===== src/hdl/scaler_fid_pkg.sv =====
// Shared constants for the scaler field-id and horizontal-scaling block.
// Assumes a single 20 MHz pixel-side clock domain.
package scaler_fid_pkg;
  localparam int          DATA_W        = 8;
  localparam int          FIFO_DEPTH    = 32;
  localparam int          PRESCALE_W    = 6;
  localparam int          INCREMENT_W   = 13;
  localparam int          ACCUM_W       = 6;
  localparam int          PHASE_W       = 15;
  localparam int          FRAC_BITS     = 6;
  localparam int          UNIT_LOG2     = 10;
  localparam logic [14:0] PHASE_UNIT    = 15'h0400;
  localparam int          SUM_W         = 14;
  localparam int          BIT_D7        = 7;
  localparam int          BIT_D6        = 6;
  localparam int          BIT_H         = 4;
  localparam logic [1:0]  PIN_SEL_LOW   = 2'h0;
  localparam logic [1:0]  PIN_SEL_FIELD = 2'h1;
  localparam logic [1:0]  PIN_SEL_TASK  = 2'h2;
  localparam logic        TASK_A        = 1'h0;
  localparam logic        TASK_B        = 1'h1;
  typedef enum logic [1:0] {FILL0 = 2'h0, FILL1 = 2'h1, RUN = 2'h3} fine_state_t;
endpackage


===== src/hdl/scaler_field_id.sv =====
// Field-id and task-flag marking of the scaled stream, integer prescaler,
// 6-bit phase fine scaler and output FIFO.
// Assumes task and field strobes come from scaler logic on sys_clk.
`timescale 1ns/1ns
`default_nettype none

module scaler_fifo #(
  parameter int W     = 8,
  parameter int DEPTH = 32
) (
  input  wire logic         sys_clk,
  input  wire logic         rst,
  input  wire logic         ce,
  input  wire logic         wr_valid,
  output logic              wr_ready,
  input  wire logic [W-1:0] wr_data,
  output logic              rd_valid,
  input  wire logic         rd_ready,
  output logic [W-1:0]      rd_data
);
  localparam int AW = $clog2(DEPTH);
  logic [W-1:0] mem [DEPTH];
  logic [AW-1:0] wptr, rptr, next_wptr, next_rptr;
  logic [AW:0]   count, next_count;
  logic          push, pop;

  always_comb
  begin
    wr_ready   = (count != (AW+1)'(DEPTH));
    rd_valid   = (count != '0);
    push       = ce && wr_valid && wr_ready;
    pop        = ce && rd_valid && rd_ready;
    next_wptr  = push ? wptr + 1'b1 : wptr;
    next_rptr  = pop ? rptr + 1'b1 : rptr;
    next_count = count + (AW+1)'(push) - (AW+1)'(pop);
  end

  always_ff @(posedge sys_clk)
  begin
    if (rst)
    begin
      wptr  <= '0;
      rptr  <= '0;
      count <= '0;
    end
    else
    begin
      wptr  <= next_wptr;
      rptr  <= next_rptr;
      count <= next_count;
    end
  end

  always_ff @(posedge sys_clk)
  begin
    if (push)
      mem[wptr] <= wr_data;
  end

  assign rd_data = mem[rptr];
endmodule // scaler_fifo

module scaler_field_id
  import scaler_fid_pkg::*;
#(
  parameter int DW    = scaler_fid_pkg::DATA_W,
  parameter int DEPTH = scaler_fid_pkg::FIFO_DEPTH
) (
  input  wire logic                                   sys_clk,
  input  wire logic                                   rst,
  input  wire logic                                   ce,
  input  wire logic                                   task_start,
  input  wire logic                                   task_select,
  input  wire logic                                   field_start,
  input  wire logic                                   field_output,
  input  wire logic                                   field_identifier,
  input  wire logic [1:0]                             output_field_id_select,
  input  wire logic [1:0]                             timing_code_bit7_invert,
  input  wire logic [1:0]                             pin_a_select,
  input  wire logic [1:0]                             pin_b_select,
  input  wire logic [scaler_fid_pkg::PRESCALE_W-1:0]  integer_prescale_ratio,
  input  wire logic [scaler_fid_pkg::INCREMENT_W-1:0] fine_scale_increment,
  input  wire logic [scaler_fid_pkg::ACCUM_W-1:0]     accumulation_length,
  input  wire logic                                   in_valid,
  output logic                                        in_ready,
  input  wire logic [DW-1:0]                          in_data,
  output logic                                        out_valid,
  input  wire logic                                   out_ready,
  output logic [DW-1:0]                               out_data,
  output logic [7:0]                                  sav_code,
  output logic [7:0]                                  eav_code,
  output logic                                        field_id_out,
  output logic                                        task_flag_out,
  output logic                                        general_output_pin_a,
  output logic                                        general_output_pin_b
);
  import scaler_fid_pkg::*;

  // Field marking
  logic toggle_a, toggle_b, next_toggle_a, next_toggle_b;
  logic active_task, next_active_task;
  logic next_field_id_out, next_task_flag_out, next_pin_a, next_pin_b;
  logic parity_now;

  always_comb
  begin
    next_toggle_a    = toggle_a;
    next_toggle_b    = toggle_b;
    next_active_task = active_task;
    if (task_start)
    begin
      next_active_task = task_select;
      // Flips on activation only; input field id never touches it
      if (task_select == TASK_A) next_toggle_a = ~toggle_a;
      else next_toggle_b = ~toggle_b;
    end
    parity_now         = (next_active_task == TASK_B) ? next_toggle_b : next_toggle_a;
    next_field_id_out  = field_id_out;
    next_task_flag_out = task_flag_out;
    // Skipped fields keep the previous marking
    if (field_start && field_output)
    begin
      next_field_id_out  = output_field_id_select[next_active_task] ? parity_now
                                                                    : field_identifier;
      next_task_flag_out = ~timing_code_bit7_invert[next_active_task];
    end
    next_pin_a = (pin_a_select == PIN_SEL_FIELD) ? next_field_id_out
               : (pin_a_select == PIN_SEL_TASK) ? next_task_flag_out : 1'b0;
    next_pin_b = (pin_b_select == PIN_SEL_FIELD) ? next_field_id_out
               : (pin_b_select == PIN_SEL_TASK) ? next_task_flag_out : 1'b0;
  end

  always_ff @(posedge sys_clk)
  begin
    if (rst)
    begin
      toggle_a             <= 1'b0;
      toggle_b             <= 1'b0;
      active_task          <= TASK_B;
      field_id_out         <= 1'b0;
      task_flag_out        <= 1'b1;
      general_output_pin_a <= 1'b0;
      general_output_pin_b <= 1'b0;
    end
    else if (ce)
    begin
      toggle_a             <= next_toggle_a;
      toggle_b             <= next_toggle_b;
      active_task          <= next_active_task;
      field_id_out         <= next_field_id_out;
      task_flag_out        <= next_task_flag_out;
      general_output_pin_a <= next_pin_a;
      general_output_pin_b <= next_pin_b;
    end
  end

  always_comb
  begin
    sav_code                = 8'h00;
    sav_code[BIT_D7]        = task_flag_out;
    sav_code[BIT_D6]        = field_id_out;
    eav_code                = sav_code;
    eav_code[BIT_H]         = 1'b1;
  end

  // Integer prescaler: sums the first accumulation_length+1 samples of each group
  logic [PRESCALE_W-1:0] ps_cnt, next_ps_cnt;
  logic [SUM_W-1:0]      ps_sum, next_ps_sum;
  logic [DW-1:0]         ps_data, next_ps_data;
  logic                  ps_valid, next_ps_valid, ps_take, ps_last;
  logic                  fs_take;

  always_comb
  begin
    // Refuse words while frozen, or a taken word would be lost
    in_ready      = ce && (!ps_valid || fs_take);
    ps_take       = in_valid && in_ready;
    ps_last       = (ps_cnt + 1'b1 >= integer_prescale_ratio);
    next_ps_cnt   = ps_cnt;
    next_ps_sum   = ps_sum;
    next_ps_data  = ps_data;
    next_ps_valid = ps_valid && !fs_take;
    if (ps_take)
    begin
      if (ACCUM_W'(ps_cnt) <= accumulation_length)
        next_ps_sum = ps_sum + SUM_W'(in_data);
      if (ps_last)
      begin
        // Gain renormalisation lives downstream; saturate instead of wrap
        next_ps_data  = (next_ps_sum > SUM_W'({DW{1'b1}})) ? {DW{1'b1}} : next_ps_sum[DW-1:0];
        next_ps_valid = 1'b1;
        next_ps_sum   = '0;
        next_ps_cnt   = '0;
      end
      else
        next_ps_cnt = ps_cnt + 1'b1;
    end
  end

  always_ff @(posedge sys_clk)
  begin
    if (rst)
    begin
      ps_cnt   <= '0;
      ps_sum   <= '0;
      ps_data  <= '0;
      ps_valid <= 1'b0;
    end
    else if (ce)
    begin
      ps_cnt   <= next_ps_cnt;
      ps_sum   <= next_ps_sum;
      ps_data  <= next_ps_data;
      ps_valid <= next_ps_valid;
    end
  end

  // Variable phase delay fine scaler; phase counts 1/1024 of an input pixel
  fine_state_t         fs_state, next_fs_state;
  logic [PHASE_W-1:0]  phase, next_phase;
  logic [DW-1:0]       prev_px, cur_px, next_prev_px, next_cur_px;
  logic                fs_emit, fifo_ready;
  logic [FRAC_BITS-1:0] frac;
  logic signed [DW+FRAC_BITS+1:0] delta;
  logic [DW-1:0]       interp;

  always_comb
  begin
    frac          = phase[UNIT_LOG2-1 -: FRAC_BITS];
    delta         = ($signed({2'b00, cur_px}) - $signed({2'b00, prev_px}))
                    * $signed({1'b0, frac});
    interp        = DW'($signed({2'b00, prev_px}) + (delta >>> FRAC_BITS));
    fs_emit       = (fs_state == RUN) && (phase < PHASE_UNIT) && fifo_ready;
    fs_take       = ps_valid && ((fs_state != RUN) || (phase >= PHASE_UNIT));
    next_fs_state = fs_state;
    next_phase    = phase;
    next_prev_px  = prev_px;
    next_cur_px   = cur_px;
    if (fs_take)
    begin
      next_prev_px = cur_px;
      next_cur_px  = ps_data;
      unique case (fs_state)
        FILL0: next_fs_state = FILL1;
        FILL1: next_fs_state = RUN;
        RUN:   next_phase    = phase - PHASE_UNIT;
      endcase
    end
    else if (fs_emit)
      next_phase = phase + PHASE_W'(fine_scale_increment);
  end

  always_ff @(posedge sys_clk)
  begin
    if (rst)
    begin
      fs_state <= FILL0;
      phase    <= '0;
      prev_px  <= '0;
      cur_px   <= '0;
    end
    else if (ce)
    begin
      fs_state <= next_fs_state;
      phase    <= next_phase;
      prev_px  <= next_prev_px;
      cur_px   <= next_cur_px;
    end
  end

  // Output buffer stalls the fine scaler, which stalls the prescaler
  scaler_fifo #(.W(DW), .DEPTH(DEPTH)) out_fifo (
    .sys_clk  (sys_clk),
    .rst      (rst),
    .ce       (ce),
    .wr_valid (fs_emit),
    .wr_ready (fifo_ready),
    .wr_data  (interp),
    .rd_valid (out_valid),
    .rd_ready (out_ready),
    .rd_data  (out_data)
  );
endmodule // scaler_field_id
`default_nettype wire


===== config.mk =====
export PLATFORM = sky130hd
export DESIGN_NAME = scaler_field_id
export DESIGN_NICKNAME = d
export VERILOG_FILES = /design/src/hdl/scaler_fid_pkg.sv /design/src/hdl/scaler_field_id.sv
export SDC_FILE = /design/constraint.sdc
export NUM_CORES = 1
export LEC_CHECK = 0
export BUFFER_PORTS_ARGS = -buffer_cell sky130_fd_sc_hd__clkbuf_2
export CAP_MARGIN = 20
export CORE_MARGIN = 8
export CORE_UTILIZATION = 30
export CTS_CLUSTER_DIAMETER = 30
export CTS_CLUSTER_SIZE = 24
export DETAILED_ROUTE_END_ITERATION = 10
export GPL_TIMING_DRIVEN = 0
export PLACE_DENSITY = 0.49
export SLEW_MARGIN = 5
export SYNTH_ARGS = -nofsm -noshare
export SYNTH_HDL_FRONTEND = slang
export SYNTH_SLANG_ARGS = --single-unit
export TNS_END_PERCENT = 50

===== constraint.sdc =====
create_clock -name sys_clk -period 8.08 [get_ports sys_clk]
set_input_delay 0.808 -clock sys_clk [delete_from_list [all_inputs] [get_ports sys_clk]]
set_output_delay 0.808 -clock sys_clk [all_outputs]
set_load 0.005 [all_outputs]

After elaboration in Yosys (flattened, before gate mapping)
Memory sizes are Yosys's and may differ from the RTL's. A register that Yosys moved wholly into a read port is not among the register bits.
Cells that the tools add are included.
Storage, ports and cells
  bits in writable memories: 256
  word-level logic and storage cells: 104
  memories kept: 1
  input bits: 51
  register bits: 85
  output and inout bits: 30
Memory list
  out_fifo.mem: words 32, width 8, rd ports 1, clocked after Yosys merged registers in 1, wr ports 1, RTL line scaler_field_id.sv:22  | logic [W-1:0] mem [DEPTH];
Cells by class
  mux-type cells: 32
  add/subtract/negate cells: 10
  equal/unequal tests: 9
  $mul: 1
  bitwise operators: 3
  reduce and logical (&&, ||, !) cells: 24
  magnitude comparators: 6
Operators by type and width (count)
  $mux W15: 3
  $mux W14: 3
  $mux W1: 21
  $add A15 B13 Y15: 1
  $ge A15 B11 Y1 const B: 1
  $lt A15 B11 Y1 const B: 1
  $sub A15 B11 Y15 const B: 1
  $add A14 B8 Y14: 1
  $gt A14 B8 Y1 const B: 1
  $mul A9 B7 Y14: 1
  $logic_and A1 B1 Y1: 11
  $add A5 B1 Y5 const B: 2
  $mux W5: 2
  $reduce_and A3 Y1: 3
  $sub A8 B8 Y9: 1
  $add A8 B8 Y8: 1
  $mux W8: 1
  $add A6 B1 Y6: 1
  $add A6 B1 Y6 const B: 1
  $eq A2 B1 Y1 const B: 3
  $eq A2 B2 Y1 const B: 3
  $ge A6 B6 Y1: 1
  $le A6 B6 Y1: 1
  $mux W6: 1
  13 further kinds: 19

Longest topological paths before layout
Gate-level depths: netlist of the first run.
  depth in word-level cells: 9
  gate-level depth with buffers: 31
  depth with buffers taken out: 31

Cells and area by module
A second synthesis of the first run with hierarchy kept.
Second synthesis, totals
  cells, all modules: 1434
  area total of the unflattened synthesis: 17773.3 um^2
Modules (own cells, without submodules)
  scaler_fifo: sequential area each 8107.8 um^2, cells each 617, instances 1, area each 11048.1 um^2
  scaler_field_id: sequential area each 1381.3 um^2, cells each 817, instances 1, area each 6725.2 um^2

Worst setup path before layout of the first run
OpenSTA, ideal clock, no wires.
  path kind: register -> register
  start: register prev_px[1]
  end: memory out_fifo.mem[0][6] (data pin)
  slack: 1.173 ns
  stages on the path, launching flop included: 30
  data required time: 7.693 ns
  arrival: 6.520 ns
  library setup time: 0.387 ns
  path buffers: 0
  clock period less this slack: 6.907 ns
  path through: dfxtp_1 inv_1 ha_1 nor2b_1 o21ai_0 a21boi_0 o21ai_0 nand2_1 xor2_1 and2_1 fa_1 inv_1 fa_1 inv_1 fa_1 inv_1 fa_1 inv_1 ha_1 o21ai_0 nand2b_1 nor2b_1 a21oi_1 nand2b_1 a21oi_1 ha_1 inv_1 o21bai_1 a21oi_1 xnor2_1
Between the ends
  longest elaborated chain between the ends: 3
RTL lines
  from (decl): RTL line scaler_field_id.sv:221  | logic [DW-1:0] prev_px, cur_px, next_prev_px, next_cur_px;
  from (signal assigned): RTL line scaler_field_id.sv:266  | prev_px <= next_prev_px;
  $sub A8 B8 Y9: RTL line scaler_field_id.sv:230  | delta = ($signed({2'b00, cur_px}) - $signed({2'b00, prev_px}))
  $mul A9 B7 Y14: RTL line scaler_field_id.sv:231  | * $signed({1'b0, frac});
  $add A8 B8 Y8 *: RTL line scaler_field_id.sv:232  | interp = DW'($signed({2'b00, prev_px}) + (delta >>> FRAC_BITS));
  via interp[6]: RTL line scaler_field_id.sv:225  | logic [DW-1:0] interp;
  to (decl): RTL line scaler_field_id.sv:22
The timed path passes the listed nets; every way through them passes the cells marked *.

Worst setup path in the final report of the first run
  start: register prev_px[1]
  end: memory out_fifo.mem[14][7] (data pin)
The elaborated chain is that of the path after synthesis.

==> results of run 1 <==
[layer usage]
layer	wire length (um)	part of all wire, %	global-route usage, %
met1	18900	46	16.0
met3	1940	4.7	2.93
met2	19500	47	20.3
met4	999	2.4	4.36
met5	0	0	0
[synth_stat cells, types with 6 or more instances]
library cell    n
or3_1           6
a31oi_1         9
nor3_1         17
nand2b_1       10
inv_1          98
a22oi_1         6
o21bai_1        8
o21ai_0        44
buf_4          17
edfxtp_1      256
o21a_1          8
nand3_1        17
a21o_1         11
nand3b_1        7
a211oi_1       11
mux4_2         80
and2_1         31
mux2_2         11
fa_1           38
dfxtp_1        90
nor2b_1        20
mux2i_1        12
nor2_1        110
xor2_1         20
a21oi_1        78
nor3b_1         7
xnor2_1        35
ha_1           90
clkbuf_1       30
nand2_1        91
nand4_1         8
buf_2          17
o211ai_1        6
[stage by stage]
| stage | area [um^2] | power [mW] | instances |
|---|---|---|---|
| floorplan | 17600 | 2.25 | 1364 |
| global placement | 18900 | 2.38 | 2196 |
| detailed placement | 19100 | 2.39 | 2202 |
| CTS | 21900 | 5.78 | 2351 |
| global route | 21900 | 5.90 | 2352 |
| finish | 21900 | 5.71 | 2352 |
[tightest hold or removal path, cell delays in order (launching register included)]
cell     delay (ps)
dfxtp_1         310
nand2_1          60
a21oi_1          50
[logic make-up after synthesis]
family,count (synthesis),share of synthesized area (%)
other cells,2,0.0427
xor+xnor,56,2.87
flops,346,53.9
mux,103,11.6
compound gates,205,7.16
simple gates,347,9.57
fa+ha+maj,128,10.7
buf+inv,167,4.05
[what timing repair did]
action	CTS	global route
hold buffers	0	0
endpoints found under the hold margin	0	0
endpoints found under the setup margin	0	32
resized for setup	0	3
[flip-flops by register name, indices dropped and copies added (netlist names), named ones only]
| register | flops |
|---|---|
| prev_px | 8 |
| ps_sum | 14 |
| out_fifo.wptr | 5 |
| active_task | 1 |
| toggle_a | 1 |
| fs_state | 2 |
| out_fifo.mem | 256 |
| ps_data | 8 |
| ps_valid | 1 |
| out_fifo.rptr | 5 |
| task_flag_out | 1 |
| toggle_b | 1 |
| out_fifo.count | 6 |
| general_output_pin_b | 1 |
| cur_px | 8 |
| ps_cnt | 6 |
| phase | 15 |
| general_output_pin_a | 1 |
| field_id_out | 1 |
[power by group]
part / switching [mW] / internal (mW) / leakage (nW) / total (mW)
sequential: 0.0126 / 1.91 / 3.67 / 1.92
combinational: 0.233 / 0.195 / 3.75 / 0.428
clock: 1.03 / 2.33 / 1.37 / 3.36
[worst max-delay path by stage]
stage	start	to
global route	prev_px[1]	out_fifo.mem[14][7]
finish	prev_px[1]	out_fifo.mem[14][7]
global placement	cur_px[0]	out_fifo.mem[26][6]
detailed placement	cur_px[0]	out_fifo.mem[7][7]
floorplan	prev_px[1]	out_fifo.mem[0][6]
CTS	cur_px[0]	out_fifo.mem[14][7]
[area by class of cell]
type / count / area (um^2) / area share (%)
flip-flops and latches: 346 / 9490 / 43.2
multi-input cells: 851 / 7490 / 34.1
clock buffers: 97 / 2140 / 9.74
well taps: 765 / 957 / 4.36
clock inverters: 52 / 719 / 3.28
repair buffers: 74 / 440 / 2.01
inverters: 98 / 368 / 1.68
plain buffers: 69 / 344 / 1.57
==> results.json, run 1 <==
{
  "period_share_pct": 93.1,
  "hold_depth": 2,
  "die_h_um": 258,
  "vias_per_cell": 4.68,
  "postCtsSetupBuffers": 0,
  "grt_start_max_net_pins": 33,
  "rsz0062_at_grt": "false",
  "final_hold_viol_count": 0,
  "clock_latency_ps": 600,
  "wl_per_cell_um": 17.6,
  "holdPathEnd": "cur_px[6]",
  "vias": 11000,
  "cts_tree": "done",
  "synth_top_area_share_pct": 43.7,
  "diodes": 0,
  "die_x_um": 258,
  "drc": 0,
  "cts_num_sinks": 346,
  "async_flop_share_pct": 0,
  "crit_cells": 30,
  "required_ps": 8410,
  "vdd_drop_max_mv": 0.150,
  "synth.cell_area_um2": 17600,
  "timing.hold.ws_ps": 457,
  "utilization_pct": 38.0,
  "numCtsBuffers": 81,
  "ys_seq_area_share_pct": 53.9,
  "synth_edf_count": 256,
  "wl_um": 41300,
  "critPathLaunchType": "flop",
  "tightest_slew_ps": 951,
  "path_buf_inv": 6,
  "yosysWarnings": 0,
  "clkTransAtPathRegs_ps": 50,
  "fin_nets": 1700,
  "final_common_cell": "edfxtp_1",
  "crit_fanout": 17,
  "drt_pass1_iterations": 5,
  "arrival_ps": 7850,
  "htreeDepth": 3,
  "finalWorstSetupSlack_ps": 561,
  "synth_area_leaders": "edfxtp_1 (44%), dfxtp_1 (10%), mux4_2 (10%), ha_1 (6.4%), fa_1 (4.3%)",
  "p_per_area_nw_per_um2": 260,
  "grt_pass1_vias": 11600,
  "maxSlewHeadroom_pct": 36.3,
  "status": "finished, final reports clean",
  "reg2regPathDepth": 30,
  "hold_path_class": "reg -> reg",
  "die_area_um2": 66600,
  "gr-total-overflow": 0,
  "pre_cts_ws_ps": 260,
  "pin_count": 81,
  "grt_usage_pct": 12.4,
  "crit_top_cell": "inv_1",
  "clock_path_buffers": 3,
  "grt_pass1_wl_um": 64900,
  "layout.cells.most_common_list": "edfxtp_1 (256), nor2_1 (110), inv_1 (98), nand2_1 (91)",
  "rr_startpoint": "prev_px[1]",
  "fin_skew_ps": 36.6,
  "ys.flop_type": "edfxtp_1",
  "fmax_ghz": 0.133,
  "area_delta_synth_final_pct": 24.8,
  "layout_min_cycle_time_ps": 7520,
  "hp-start": "ps_data[6]",
  "ant_nets": 0,
  "routabilityCongestion": 0.810,
  "drive_gt1_share_pct": 21.9,
  "synth_cells": 1354,
  "r2r-end": "out_fifo.mem[14][7]",
  "timing_worst_setup_path_type": "reg -> reg",
  "place.port_buffers": 67,
  "dp_hpwl_um": 29800,
  "row_count": 88,
  "critPathSlowestCell": "fa_1",
  "p_leak_nw": 8.79,
  "drt-initial-drc-count": 583,
  "synth_top_area_cell": "edfxtp_1",
  "avgSynthCellArea_um2": 13.0,
  "fill_cells": 5608,
  "start_util_pct": 30.4,
  "antenna_found_initial": 0,
  "cpPeakStageDelay_ps": 530,
  "timing.setup.tns_ps": 0,
  "end_kind": "flop",
  "yosys_register_bits": 346,
  "cts-root-buf": "clkbuf_16",
  "synth.distinct_cells": 62,
  "cap_violations": 0,
  "ff2ff_setup_slack_ps": 560,
  "slew_violations": 0,
  "core_area_um2": 57800,
  "setup-violations-final": 0,
  "crit_family": "adder cells"
}
Power figures use the tool's default switching activity.
==> run 2: changes to the inputs <==
--- a/config.mk
+++ b/config.mk
@@ -7,7 +7,6 @@
 export LEC_CHECK = 0
 export BUFFER_PORTS_ARGS = -buffer_cell sky130_fd_sc_hd__clkbuf_2
 export CAP_MARGIN = 20
-export CORE_MARGIN = 8
 export CORE_UTILIZATION = 30
 export CTS_CLUSTER_DIAMETER = 30
 export CTS_CLUSTER_SIZE = 24
==> run 2 against run 1 <==
Effect of this change: combinational power shrank 2%; first-iteration DRC count shrank 5.1%; critical path depth shrank 4; hold slack gained 7.4 ps; sequential cell count is the same; register-to-register slack gained 40 ps; maximum frequency grew 0.60%; routed wire length shrank 2.8%; highest routed layer unchanged.
==> results.json, run 2 (same netlist as run 1, synthesis figures left out) <==
{
  "status": "finished, final reports clean",
  "period_share_pct": 92.5,
  "die_x_um": 244,
  "slew_violations": 0,
  "fin_skew_ps": 59.1,
  "place.port_buffers": 67,
  "grt_usage_pct": 13.9,
  "timing.setup.tns_ps": 0,
  "numCtsBuffers": 76,
  "start_util_pct": 30.4,
  "drt_pass1_iterations": 5,
  "antenna_found_initial": 0,
  "timing_worst_setup_path_type": "reg -> reg",
  "drt-initial-drc-count": 553,
  "cts-root-buf": "clkbuf_16",
  "required_ps": 8410,
  "largest_registers": "out_fifo.mem: 256 flops, phase: 15 flops, ps_sum: 14 flops",
  "grtUsageMet3_pct": 3.06,
  "busiest_layer": "met2",
  "die_area_um2": 59600,
  "grt_pass1_wl_um": 64100,
  "end_kind": "flop",
  "wl_per_cell_um": 17.1,
  "timing.hold.ws_ps": 465,
  "top_register": "out_fifo.mem",
  "die_h_um": 244,
  "maxSlewHeadroom_pct": 33.5,
  "fmax_ghz": 0.134,
  "ant_nets": 0,
  "wl_um": 40200,
  "final_hold_viol_count": 0,
  "largest_register_ffs": 256,
  "p_per_area_nw_per_um2": 252,
  "grt_start_max_net_pins": 33,
  "rsz0062_at_grt": "false",
  "final_common_cell": "edfxtp_1",
  "p_leak_nw": 8.74,
  "tightest_slew_ps": 993,
  "clock_path_buffers": 3,
  "cts_tree": "done",
  "htreeDepth": 3,
  "vdd_drop_max_mv": 0.166,
  "row_count": 88,
  "fill_cells": 5555,
  "vias": 11000,
  "clkTransAtPathRegs_ps": 50,
  "diodes": 0,
  "cap_violations": 0,
  "utilization_pct": 37.7,
  "cts_num_sinks": 346,
  "setup-violations-final": 0,
  "drc": 0,
  "gr-usage-met2_pct": 22.7,
  "layout.cells.most_common_list": "edfxtp_1 (256), nor2_1 (110), inv_1 (98), nand2_1 (91), ha_1 (90)",
  "hold_path_class": "reg -> reg",
  "crit_fanout": 17,
  "area_delta_synth_final_pct": 23.9,
  "routabilityCongestion": 0.818,
  "layout_min_cycle_time_ps": 7470,
  "fin_nets": 1699,
  "arrival_ps": 7810,
  "critPathLaunchType": "flop",
  "dp_hpwl_um": 29000,
  "gr-total-overflow": 0,
  "core_area_um2": 57800,
  "pin_count": 81,
  "vias_per_cell": 4.68,
  "grt_pass1_vias": 11500,
  "clock_latency_ps": 610,
  "met1_usage_pct": 18.2,
  "drive_gt1_share_pct": 22.4
}
run 2: changes by cell type in the layout (fill, tap and decap cells not counted), moves of 3 or more:
cell       before  now
clkinv_1        9    5
clkbuf_16      81   76
clkinv_2       11   23
clkbuf_8        5    2
clkbuf_1       41   35
run 2: critical path, cell delays in order, from the launching register on:
cell      delay [ps]
dfxtp_2          410
inv_1             60
ha_1             280
nor2b_1          130
o21ai_0          190
a21boi_0         150
o21ai_0          230
a21oi_1          130
nor3_1           630
nor3b_1          140
fa_1             540
fa_1             440
fa_1             540
inv_1             50
fa_1             490
inv_1             40
ha_1             340
nand4_1          100
o21ai_0          380
o21a_1           200
nor2_1            50
xnor2_1          120
ha_1             210
o41a_1           430
xnor2_1          210
xnor3_4          510
buf_8            210
run 2: through the flow:
step | setup WS (ps) | instance area, um^2 | power, mW | cells
3_5_place_dp | 125 | 19100 | 2.38 | 2204
4_1_cts | 92.3 | 21700 | 5.55 | 2345
3_3_place_gp | -690 | 18900 | 2.37 | 2196
6_report | 606 | 21800 | 5.49 | 2348
2_1_floorplan | 1170 | 17600 | 2.25 | 1364
5_1_grt | 91.0 | 21800 | 5.69 | 2348
run 2: timing repair:
item / CTS / global route
resized for setup: 0 / 5
hold endpoints to repair: 0 / 0
setup endpoints to repair: 0 / 32
hold buffers: 0 / 0
setup buffers: 0 / 2
run 2: path summary, 6_finish.rpt:
| check | from | end | slack [ps] | depth (start not counted) |
|---|---|---|---|---|
| setup / recovery | prev_px[1] | out_fifo.mem[18][7] | 610 | 26 |
| hold / removal | ps_data[7] | cur_px[7] | 460 | 2 |
| setup reg to reg | prev_px[1] | out_fifo.mem[18][7] | 610 | 26 |
| hold reg to reg | ps_data[7] | cur_px[7] | 460 | 2 |
run 2: per-layer routing:
layer,routed length (um),vias up
met5,0,-
met4,830,0
met3,1780,62
met2,18800,219
met1,18700,5414
li1,-,5299
run 2: power by group:
part	internal, mW	total, mW	switching [mW]
clock network	2.14	3.14	1.01
logic	0.195	0.420	0.225
registers	1.91	1.92	0.0133
total	4.24	5.49	1.25
run 2: area by class of cell:
cell class              count  area, um^2  area share [%]
well taps                 765         957            4.39
clock buffers              83        1950            8.94
clock inverters            58         718            3.29
plain buffers              69         344            1.58
repair buffers             78         478            2.19
multi-input cells         851        7490            34.4
inverters                  98         368            1.69
flip-flops and latches    346        9490            43.5
